[src/design/vsp_cfg.svh]
`ifndef VSP_CFG_SVH
`define VSP_CFG_SVH

// ==========================================================
// Bus geometry
`define VSP_AW 8
`define VSP_DW 16

// ==========================================================
// Register offsets
`define VSP_ADDR_OPERATION 8'h00
`define VSP_ADDR_ON_OFF 8'h01
`define VSP_ADDR_VOUT_CMD 8'h02
`define VSP_ADDR_VOUT_TRIM 8'h03
`define VSP_ADDR_VOUT_MAX 8'h04
`define VSP_ADDR_MARGIN_HI 8'h05
`define VSP_ADDR_MARGIN_LO 8'h06
`define VSP_ADDR_OV_LIMIT 8'h07
`define VSP_ADDR_OV_RESP 8'h08
`define VSP_ADDR_OVUV_CFG 8'h09
`define VSP_ADDR_LOOP_GAIN 8'h0a
`define VSP_ADDR_LOOP_RESID 8'h0b
`define VSP_ADDR_STATUS 8'h0c
`define VSP_ADDR_CLEAR 8'h0d
`define VSP_ADDR_TARGET 8'h0e
`define VSP_ADDR_CEILING 8'h0f

// ==========================================================
// Field positions
`define VSP_OP_ON_BIT 7
`define VSP_OP_MHI_BIT 5
`define VSP_OP_MLO_BIT 4
`define VSP_OOC_POL_BIT 0
`define VSP_OOC_PIN_BIT 1
`define VSP_OOC_CMD_BIT 2
`define VSP_OVR_HICCUP_BIT 0
`define VSP_OVUV_SHARE_BIT 0
`define VSP_ST_ON_BIT 0
`define VSP_ST_OV_BIT 1
`define VSP_ST_INIT_BIT 2
`define VSP_ST_MARGIN_BIT 3
`define VSP_ST_HICCUP_BIT 4
`define VSP_ST_STRAPERR_BIT 5
`define VSP_ST_LATCH_BIT 6
`define VSP_GAIN_W 10
`define VSP_RESID_W 7

// ==========================================================
// Reset and factory values
`define VSP_RST_POL 1'b1
`define VSP_RST_USE_PIN 1'b1
`define VSP_RST_USE_CMD 1'b0
`define VSP_RST_HICCUP 1'b1
`define VSP_RST_SHARE 1'b0
`define VSP_RST_GAIN 10'h0c8
`define VSP_RST_RESID 7'h5a
`define VSP_MARGIN_UP_PCT 8'd105
`define VSP_MARGIN_DN_PCT 8'd95
`define VSP_OV_PCT 8'd115
`define VSP_CEIL_PCT 8'd115
`define VSP_PCT_BASE 24'd100
`define VSP_SETTLE_CNT 2'h3

// ==========================================================
// Timing
`define VSP_CLK_MHZ 50
`define VSP_HICCUP_US 200

`endif

[src/design/vsp_pkg.sv]
package vsp_pkg;
`include "vsp_cfg.svh"

   typedef enum logic [2:0] {
      VSP_SETTLE,
      VSP_STRAP,
      VSP_FACTORY,
      VSP_USER,
      VSP_RUN
   } vsp_state_t;

   typedef struct packed {
      logic [`VSP_AW-1:0] addr;
      logic [`VSP_DW-1:0] wdata;
      logic we;
      logic re;
   } vsp_req_t;

   typedef struct packed {
      logic [`VSP_GAIN_W-1:0] gain;
      logic [`VSP_RESID_W-1:0] resid;
   } vsp_loop_t;

   // Percentage of a millivolt value, truncated
   function automatic logic [15:0] vsp_pct(input logic [15:0] v, input logic [7:0] p);
      logic [23:0] prod;
      prod = {8'h00, v} * {16'h0000, p};
      return 16'(prod / `VSP_PCT_BASE);
   endfunction

   // Strap code to millivolts; bit 16 flags a code outside the table
   function automatic logic [16:0] vsp_strap_mv(input logic [4:0] code);
      logic [16:0] r;
      r = {1'b0, 16'h0258};
      case (code)
         5'h00: r = {1'b0, 16'h03e8};
         5'h01: r = {1'b0, 16'h0258};
         5'h02: r = {1'b0, 16'h028a};
         5'h03: r = {1'b0, 16'h02bc};
         5'h04: r = {1'b0, 16'h02ee};
         5'h05: r = {1'b0, 16'h0320};
         5'h06: r = {1'b0, 16'h0352};
         5'h07: r = {1'b0, 16'h0384};
         5'h08: r = {1'b0, 16'h03b6};
         5'h09: r = {1'b0, 16'h03e8};
         5'h0a: r = {1'b0, 16'h041a};
         5'h0b: r = {1'b0, 16'h044c};
         5'h0c: r = {1'b0, 16'h047e};
         5'h0d: r = {1'b0, 16'h04b0};
         5'h0e: r = {1'b0, 16'h04e2};
         5'h0f: r = {1'b0, 16'h0514};
         5'h10: r = {1'b0, 16'h0578};
         5'h11: r = {1'b0, 16'h05dc};
         5'h12: r = {1'b0, 16'h0640};
         5'h13: r = {1'b0, 16'h06a4};
         5'h14: r = {1'b0, 16'h0708};
         5'h1f: r = {1'b0, 16'h04b0};
         default: r = {1'b1, 16'h0258};
      endcase
      return r;
   endfunction

endpackage

[src/design/vsp_ctrl.sv]
// Implementation choices: the placing of the registers and the strobed register port.
`timescale 1ns/1ps
`include "vsp_cfg.svh"
module vsp_ctrl #(
   parameter int unsigned HICCUP_CYC = `VSP_HICCUP_US * `VSP_CLK_MHZ
) (
   input wire logic clk,
   input wire logic sys_rst,
   input wire vsp_pkg::vsp_req_t bus_req,
   output logic [`VSP_DW-1:0] bus_rdata,
   input wire logic ctrl_pin_level,
   input wire logic ctrl_pin_driven,
   input wire logic pwm_clk_pin,
   input wire logic [4:0] setpoint_strap_pin,
   input wire logic nvm_vout_valid,
   input wire logic [15:0] nvm_vout,
   input wire logic [15:0] vout_meas,
   input wire logic [15:0] iout_meas,
   output logic out_enable,
   output logic [15:0] vout_target,
   output vsp_pkg::vsp_loop_t loop_cfg,
   output logic [15:0] iout_sample,
   output logic pwm_update,
   output logic ov_fault
);
   typedef struct packed {
      logic [2:0] sync1;
      logic [2:0] sync2;
      logic pwm_prev;
      logic [4:0] strap_s1;
      logic [4:0] strap_s2;
      logic [1:0] settle;
      vsp_pkg::vsp_state_t st;
      logic [15:0] strap_nom;
      logic strap_err;
      logic [15:0] vout_cmd;
      logic [15:0] trim;
      logic [15:0] vmax;
      logic [15:0] mhi;
      logic [15:0] mlo;
      logic [15:0] ovlim;
      logic ov_hiccup;
      logic share;
      logic op_on;
      logic op_mhi;
      logic op_mlo;
      logic pol;
      logic use_pin;
      logic use_cmd;
      vsp_pkg::vsp_loop_t loop;
      logic fault_latched;
      logic fault_hiccup;
      logic [23:0] hic_cnt;
      logic ov_sticky;
      logic out_en;
      logic [15:0] target;
      logic [15:0] iout;
      logic pwm_upd;
      logic [`VSP_DW-1:0] rdata;
   } vsp_state_reg_t;

   localparam logic [23:0] HICCUP_LOAD = 24'(HICCUP_CYC - 1);

   vsp_state_reg_t s_r;
   vsp_state_reg_t s_nxt;
   logic [15:0] hw_ceil;
   logic [15:0] calc_target;
   logic [16:0] strap_dec;
   logic lvl_eff;
   logic pin_act;
   logic en_req;
   logic ov_evt;
   logic latch_mode;
   logic clear_wr;
   logic pwm_rise;
   logic [`VSP_DW-1:0] status;

   // ==========================================================
   // Setpoint arithmetic
   assign hw_ceil = vsp_pkg::vsp_pct(s_r.strap_nom, `VSP_CEIL_PCT);
   assign strap_dec = vsp_pkg::vsp_strap_mv(s_r.strap_s2);

   vsp_target_calc u_calc (
      .vout_cmd(s_r.vout_cmd),
      .margin_hi(s_r.mhi),
      .margin_lo(s_r.mlo),
      .sel_hi(s_r.op_mhi),
      .sel_lo(s_r.op_mlo),
      .trim(s_r.trim),
      .vout_max(s_r.vmax),
      .hw_ceil(hw_ceil),
      .target(calc_target)
   );

   // ==========================================================
   // Enable and fault decode
   always_comb begin
      lvl_eff = s_r.sync2[1] ? s_r.sync2[2] : 1'b1;
      pin_act = s_r.pol ? lvl_eff : !lvl_eff;
      en_req = (s_r.use_pin & pin_act) | (s_r.use_cmd & s_r.op_on);
      ov_evt = s_r.out_en & (vout_meas > s_r.ovlim);
      latch_mode = s_r.share | !s_r.ov_hiccup;
      clear_wr = (s_r.st == vsp_pkg::VSP_RUN) & bus_req.we & (bus_req.addr == `VSP_ADDR_CLEAR);
      pwm_rise = s_r.sync2[0] & !s_r.pwm_prev;
      status = '0;
      status[`VSP_ST_ON_BIT] = s_r.out_en;
      status[`VSP_ST_OV_BIT] = s_r.ov_sticky;
      status[`VSP_ST_INIT_BIT] = (s_r.st == vsp_pkg::VSP_RUN);
      status[`VSP_ST_MARGIN_BIT] = s_r.op_mhi | s_r.op_mlo;
      status[`VSP_ST_HICCUP_BIT] = s_r.fault_hiccup;
      status[`VSP_ST_STRAPERR_BIT] = s_r.strap_err;
      status[`VSP_ST_LATCH_BIT] = s_r.fault_latched;
   end

   // ==========================================================
   // Next state
   always_comb begin
      s_nxt = s_r;
      // Pins cross two flops before anything looks at them
      s_nxt.sync1 = {ctrl_pin_level, ctrl_pin_driven, pwm_clk_pin};
      s_nxt.sync2 = s_r.sync1;
      s_nxt.pwm_prev = s_r.sync2[0];
      s_nxt.strap_s1 = setpoint_strap_pin;
      s_nxt.strap_s2 = s_r.strap_s1;
      s_nxt.pwm_upd = 1'b0;
      s_nxt.rdata = '0;
      s_nxt.target = calc_target;
      case (s_r.st)
         vsp_pkg::VSP_SETTLE: begin
            // Let the strap synchroniser fill before sampling
            s_nxt.settle = s_r.settle + 2'h1;
            if (s_r.settle == `VSP_SETTLE_CNT) begin
               s_nxt.st = vsp_pkg::VSP_STRAP;
            end
         end
         vsp_pkg::VSP_STRAP: begin
            s_nxt.strap_nom = strap_dec[15:0];
            s_nxt.strap_err = strap_dec[16];
            s_nxt.vout_cmd = strap_dec[15:0];
            s_nxt.st = vsp_pkg::VSP_FACTORY;
         end
         vsp_pkg::VSP_FACTORY: begin
            s_nxt.mhi = vsp_pkg::vsp_pct(s_r.strap_nom, `VSP_MARGIN_UP_PCT);
            s_nxt.mlo = vsp_pkg::vsp_pct(s_r.strap_nom, `VSP_MARGIN_DN_PCT);
            s_nxt.ovlim = vsp_pkg::vsp_pct(s_r.strap_nom, `VSP_OV_PCT);
            s_nxt.vmax = hw_ceil;
            s_nxt.st = vsp_pkg::VSP_USER;
         end
         vsp_pkg::VSP_USER: begin
            if (nvm_vout_valid) begin
               s_nxt.vout_cmd = nvm_vout;
            end
            s_nxt.st = vsp_pkg::VSP_RUN;
         end
         vsp_pkg::VSP_RUN: begin
            // Register writes
            if (bus_req.we) begin
               case (bus_req.addr)
                  `VSP_ADDR_OPERATION: begin
                     s_nxt.op_on = bus_req.wdata[`VSP_OP_ON_BIT];
                     s_nxt.op_mhi = bus_req.wdata[`VSP_OP_MHI_BIT];
                     s_nxt.op_mlo = bus_req.wdata[`VSP_OP_MLO_BIT];
                  end
                  `VSP_ADDR_ON_OFF: begin
                     s_nxt.pol = bus_req.wdata[`VSP_OOC_POL_BIT];
                     s_nxt.use_pin = bus_req.wdata[`VSP_OOC_PIN_BIT];
                     s_nxt.use_cmd = bus_req.wdata[`VSP_OOC_CMD_BIT];
                  end
                  `VSP_ADDR_VOUT_CMD: s_nxt.vout_cmd = bus_req.wdata;
                  `VSP_ADDR_VOUT_TRIM: s_nxt.trim = bus_req.wdata;
                  `VSP_ADDR_VOUT_MAX: begin
                     s_nxt.vmax = (bus_req.wdata > hw_ceil) ? hw_ceil : bus_req.wdata;
                  end
                  `VSP_ADDR_MARGIN_HI: s_nxt.mhi = bus_req.wdata;
                  `VSP_ADDR_MARGIN_LO: s_nxt.mlo = bus_req.wdata;
                  `VSP_ADDR_OV_LIMIT: s_nxt.ovlim = bus_req.wdata;
                  `VSP_ADDR_OV_RESP: s_nxt.ov_hiccup = bus_req.wdata[`VSP_OVR_HICCUP_BIT];
                  `VSP_ADDR_OVUV_CFG: s_nxt.share = bus_req.wdata[`VSP_OVUV_SHARE_BIT];
                  `VSP_ADDR_LOOP_GAIN: s_nxt.loop.gain = bus_req.wdata[`VSP_GAIN_W-1:0];
                  `VSP_ADDR_LOOP_RESID: begin
                     s_nxt.loop.resid = bus_req.wdata[`VSP_RESID_W-1:0];
                  end
                  default: begin
                  end
               endcase
            end
            // Over-voltage response; a new event beats a clear
            if (ov_evt) begin
               s_nxt.ov_sticky = 1'b1;
               if (latch_mode) begin
                  s_nxt.fault_latched = 1'b1;
               end else begin
                  s_nxt.fault_hiccup = 1'b1;
                  s_nxt.hic_cnt = HICCUP_LOAD;
               end
            end else begin
               if (clear_wr) begin
                  s_nxt.ov_sticky = 1'b0;
               end
               if (clear_wr || !en_req) begin
                  s_nxt.fault_latched = 1'b0;
               end
               if (s_r.fault_hiccup) begin
                  if (s_r.hic_cnt != 24'h000000) begin
                     s_nxt.hic_cnt = s_r.hic_cnt - 24'h000001;
                  end else begin
                     s_nxt.fault_hiccup = 1'b0;
                  end
               end
            end
            s_nxt.out_en = en_req & !s_nxt.fault_latched & !s_nxt.fault_hiccup;
            // Current sample taken on each rising edge of the switching clock
            if (pwm_rise) begin
               s_nxt.iout = iout_meas;
               s_nxt.pwm_upd = 1'b1;
            end
         end
         default: s_nxt.st = vsp_pkg::VSP_SETTLE;
      endcase
      // Reads answer in the next cycle only
      if (bus_req.re) begin
         case (bus_req.addr)
            `VSP_ADDR_OPERATION: begin
               s_nxt.rdata[`VSP_OP_ON_BIT] = s_r.op_on;
               s_nxt.rdata[`VSP_OP_MHI_BIT] = s_r.op_mhi;
               s_nxt.rdata[`VSP_OP_MLO_BIT] = s_r.op_mlo;
            end
            `VSP_ADDR_ON_OFF: begin
               s_nxt.rdata[`VSP_OOC_POL_BIT] = s_r.pol;
               s_nxt.rdata[`VSP_OOC_PIN_BIT] = s_r.use_pin;
               s_nxt.rdata[`VSP_OOC_CMD_BIT] = s_r.use_cmd;
            end
            `VSP_ADDR_VOUT_CMD: s_nxt.rdata = s_r.vout_cmd;
            `VSP_ADDR_VOUT_TRIM: s_nxt.rdata = s_r.trim;
            `VSP_ADDR_VOUT_MAX: s_nxt.rdata = s_r.vmax;
            `VSP_ADDR_MARGIN_HI: s_nxt.rdata = s_r.mhi;
            `VSP_ADDR_MARGIN_LO: s_nxt.rdata = s_r.mlo;
            `VSP_ADDR_OV_LIMIT: s_nxt.rdata = s_r.ovlim;
            `VSP_ADDR_OV_RESP: s_nxt.rdata[`VSP_OVR_HICCUP_BIT] = s_r.ov_hiccup;
            `VSP_ADDR_OVUV_CFG: s_nxt.rdata[`VSP_OVUV_SHARE_BIT] = s_r.share;
            `VSP_ADDR_LOOP_GAIN: s_nxt.rdata[`VSP_GAIN_W-1:0] = s_r.loop.gain;
            `VSP_ADDR_LOOP_RESID: s_nxt.rdata[`VSP_RESID_W-1:0] = s_r.loop.resid;
            `VSP_ADDR_STATUS: s_nxt.rdata = status;
            `VSP_ADDR_TARGET: s_nxt.rdata = s_r.target;
            `VSP_ADDR_CEILING: s_nxt.rdata = hw_ceil;
            default: s_nxt.rdata = '0;
         endcase
      end
   end

   // ==========================================================
   // State register
   always_ff @(posedge clk) begin
      if (sys_rst) begin
         s_r <= '0;
         s_r.st <= vsp_pkg::VSP_SETTLE;
         s_r.pol <= `VSP_RST_POL;
         s_r.use_pin <= `VSP_RST_USE_PIN;
         s_r.use_cmd <= `VSP_RST_USE_CMD;
         s_r.ov_hiccup <= `VSP_RST_HICCUP;
         s_r.share <= `VSP_RST_SHARE;
         s_r.loop.gain <= `VSP_RST_GAIN;
         s_r.loop.resid <= `VSP_RST_RESID;
      end else begin
         s_r <= s_nxt;
      end
   end

   assign bus_rdata = s_r.rdata;
   assign out_enable = s_r.out_en;
   assign vout_target = s_r.target;
   assign loop_cfg = s_r.loop;
   assign iout_sample = s_r.iout;
   assign pwm_update = s_r.pwm_upd;
   assign ov_fault = s_r.ov_sticky;
endmodule // vsp_ctrl

[src/design/vsp_target_calc.sv]
`timescale 1ns/1ps
// ==========================================================
// Regulated target: nominal or margin level, plus trim, clamped
module vsp_target_calc (
   input wire logic [15:0] vout_cmd,
   input wire logic [15:0] margin_hi,
   input wire logic [15:0] margin_lo,
   input wire logic sel_hi,
   input wire logic sel_lo,
   input wire logic signed [15:0] trim,
   input wire logic [15:0] vout_max,
   input wire logic [15:0] hw_ceil,
   output logic [15:0] target
);
   logic [15:0] nominal;
   logic [15:0] ceiling;
   logic signed [17:0] sum;

   always_comb begin
      // High wins when software sets both margin bits
      if (sel_hi) begin
         nominal = margin_hi;
      end else if (sel_lo) begin
         nominal = margin_lo;
      end else begin
         nominal = vout_cmd;
      end
      sum = $signed({2'b00, nominal}) + 18'(trim);
      ceiling = (vout_max < hw_ceil) ? vout_max : hw_ceil;
      if (sum < 18'sd0) begin
         target = 16'h0000;
      end else if (sum > $signed({2'b00, ceiling})) begin
         target = ceiling;
      end else begin
         target = sum[15:0];
      end
   end
endmodule // vsp_target_calc

[config.mk]
export PLATFORM = sky130hd
export DESIGN_NAME = vsp_ctrl
export DESIGN_NICKNAME = d
export VERILOG_FILES = /design/src/design/vsp_pkg.sv /design/src/design/vsp_ctrl.sv /design/src/design/vsp_target_calc.sv
export VERILOG_INCLUDE_DIRS = /design/src /design/src/design
export SDC_FILE = /design/constraint.sdc
export NUM_CORES = 1
export LEC_CHECK = 0
export BUFFER_PORTS_ARGS = -buffer_cell sky130_fd_sc_hd__buf_4
export CORE_MARGIN = 3
export CORE_UTILIZATION = 50
export CTS_CLUSTER_DIAMETER = 120
export CTS_CLUSTER_SIZE = 25
export DETAILED_ROUTE_END_ITERATION = 16
export PLACE_DENSITY = 0.67
export SLEW_MARGIN = 20
export SYNTH_ARGS = -nofsm -noshare
export SYNTH_HDL_FRONTEND = slang
export SYNTH_HIERARCHICAL = 1
export SYNTH_SLANG_ARGS = --single-unit
[constraint.sdc]
create_clock -name clk -period 20.7 [get_ports clk]
set_clock_uncertainty 0.05 [all_clocks]
set_input_delay 6.21 -clock clk [delete_from_list [all_inputs] [get_ports clk]]
set_output_delay 6.21 -clock clk [all_outputs]
set_load 0.005 [all_outputs]
==> impl_metrics.json <==
{
  "status": "completed",
  "place_ws_ns": 2.872,
  "ant_nets": 0,
  "synthTopCellsByArea": "dfxtp_1 (18%), ha_1 (10%), nand2_1 (5.4%)",
  "worstHoldStart": "s_nxt[231]$_SDFF_PP0_",
  "core_mm2": 0.05266,
  "layout_commonest_cell": "nand2_1",
  "synth-edff-count": 0,
  "period_share": 0.8835,
  "ys_warn_count": 6,
  "rows": 84,
  "worstMarginPinSlew_ns": 1.128,
  "synthAdderAreaFrac": 0.1447,
  "antenna_found_initial": 5,
  "synthXorXnorAreaFrac": 0.03702,
  "globalplace.congestion": 1.009,
  "crit_top_cell": "ha_1",
  "vias": 27330,
  "setup_ws_ns": 2.411,
  "syn_inst": 3512,
  "holdCritPathClass": "reg -> reg",
  "grt_first_pass_wirelength_mm": 143.2,
  "rr_worst_depth": 58,
  "grt_pass1_vias": 25280,
  "grt_remaining_overflow": 0,
  "postCtsHoldBufs": 0,
  "track_usage": 0.3138,
  "slowest_stage": "a221oi_4",
  "worst_ep_arrival_time_ns": 18.67,
  "netlist_area_mm2": 0.02670,
  "start_util": 0.5070,
  "min_period_ns": 18.29,
  "timing.rr.start": "s_r[202]$_SDFFE_PP0P_",
  "rrSetupSlack_ns": 2.41,
  "first_pass_iters": 8,
  "ctsResizeCount": 0,
  "critPathKind": "reg -> reg",
  "synth.avg_cell_area_um2": 7.602,
  "drc": 0,
  "fin_nets": 3840,
  "dieArea_mm2": 0.05620,
  "synthFlopType": "dfxtp_1",
  "synth-simple-area-share": 0.2206,
  "cts_made_buffers": 13,
  "critical_path.startpoint_type": "register",
  "hold_path_end": "s_nxt[230]$_SDFF_PP0_",
  "rsz0062_at_grt": "false",
  "fp.dieH_um": 237.1,
  "seq_area_frac_synth": 0.1777,
  "cts_max_level": 1,
  "slew_viol_final": 0,
  "layout_common_cells": "nand2_1 (386), nor2_1 (302), a21oi_1 (237), dfxtp_1 (237), ha_1 (218)",
  "place_inst": 4159,
  "r2r-end": "vout_target[10]$_SDFF_PP0_",
  "synth_seq_cells": 237,
  "post_cts_buffers": 0,
  "io-pin-count": 153,
  "path_clk_slew_ns": 0.11,
  "hold_viol": 0,
  "port_buffers": 152,
  "setup_viol": 0,
  "avgViaCountPerCell": 6.543,
  "ys_types": 137,
  "max_freq_ghz": 0.05468,
  "wl_per_cell_um": 22.46,
  "dp_hpwl_mm": 73.12,
  "cts_tree": "done",
  "grt_max_degree": 89,
  "cts_sinks": 237,
  "clk_path_buf_depth": 3,
  "tns_ns": 0,
  "synth_compound_area_frac": 0.3102,
  "ys_async_sr_fraction": 0,
  "synth_top_family_by_area": "compound AO/OA/AOI/OAI gates",
  "min_delay_path_depth": 1,
  "nFillCells": 5000,
  "path_max_fanout": 17,
  "layout-drive-gt1-share": 0.1061,
  "timing.slew.headroom": 0.2471,
  "wl_mm": 93.82,
  "first_iter_violations": 2984,
  "fin_cells": 4177,
  "required_ns": 21.08,
  "endpoint_kind": "register",
  "multiInputGateArea_mm2": 0.02009,
  "max_stage_delay_ns": 0.90,
  "drv_cap": 0,
  "clock_latency_ns": 0.51,
  "regArea_mm2": 0.004745,
  "fp.dieW_um": 237.1,
  "area_growth_pct": 5.469,
  "synthMuxAreaShare": 0.03805,
  "netlist.area_leader.share": 0.1777,
  "synth_area_leader_cell": "dfxtp_1",
  "clockRootBuffer": "clkbuf_16"
}
-- per-stage QoR --
| stage | area, µm² | utilization | hold WS [ns] |
|---|---|---|---|
| CTS | 28140 | 0.5343 | 0.4083 |
| detailed placement | 27790 | 0.5277 | 0.3813 |
| floorplan | 26710 | - | 0.3638 |
| global placement | 27790 | 0.5277 | 0.3740 |
| finish | 28160 | 0.5348 | 0.3992 |
| global route | 28150 | 0.5347 | 0.4191 |
-- routing by layer --
metal	global-route usage	wire length, µm	up-vias
li1	-	-	12927
met1	0.4194	40100	12975
met2	0.5057	42150	1211
met3	0.06150	7910	213
met4	0.1078	3630	4
met5	0	23	-
-- cells in the mapped netlist, types with 47 or more instances --
library cell,number
nand2_1,386
nor2_1,306
a21oi_1,240
dfxtp_1,237
ha_1,218
inv_1,192
o21ai_0,150
clkbuf_1,113
nand3_1,96
nor3_1,93
xnor2_1,82
mux2i_1,80
buf_4,69
fa_1,51
o211ai_1,51
a211oi_1,50
a31oi_1,50
nor2b_1,50
a21o_1,47
-- kinds of logic (layout without fill, tap and decap cells) --
group / count (synthesis) / after routing
buffers and inverters: 422 / 393
xor gates and xnor gates: 112 / 112
adders and majority gates: 280 / 280
DFF: 237 / 237
AOI/OAI and AO/OA: 1135 / 1135
muxes: 96 / 96
and+or+nand+nor: 1229 / 1229
other: 1 / 7
-- flip-flops by register name (all words and copies together), names as in the netlist --
register and flops:
s_r 149, loop_cfg 17, bus_rdata 16, iout_sample 16, vout_target 16, strap_dec 11
s_nxt 9, out_enable 1, ov_fault 1, pwm_update 1
-- how the worst max path moves through the flow --
stage          cells after the start                   from                          to  slack (ns)
4_1_cts                           58  s_r[202]$_SDFFE_PP0P_  vout_target[10]$_SDFF_PP0_        2.75
2_1_floorplan                     64  s_r[202]$_SDFFE_PP0P_  vout_target[10]$_SDFF_PP0_        6.58
3_5_place_dp                      58  s_r[202]$_SDFFE_PP0P_  vout_target[12]$_SDFF_PP0_        2.87
5_1_grt                           57  s_r[202]$_SDFFE_PP0P_   vout_target[7]$_SDFF_PP0_        1.14
3_3_place_gp                      58  s_r[202]$_SDFFE_PP0P_  vout_target[12]$_SDFF_PP0_        3.41
6_report                          58  s_r[202]$_SDFFE_PP0P_  vout_target[10]$_SDFF_PP0_        2.41
-- critical path, delay by kind of cell, from the launching register on --
family	cells	cell delay [ns]
adders and majority gates	8	3.02
AOI/OAI and AO/OA	28	9.26
DFF	1	0.73
xor gates and xnor gates	1	0.38
muxes	3	0.77
buffers and inverters	5	0.88
and+or+nand+nor	13	3.04
-- final cells by class --
cell class | instances | area share
clock buffer | 13 | 0.01155
antenna | 3 | 0.0002666
clock inverter | 2 | 0.0008887
timing repair buffer | 180 | 0.04812
inverter | 198 | 0.02648
multi-input combinational | 2856 | 0.7136
sequential | 237 | 0.1685
tap | 688 | 0.03057
Power is not shown: default switching activity piles up to over one toggle a cycle in this logic, so the estimate is an artifact.
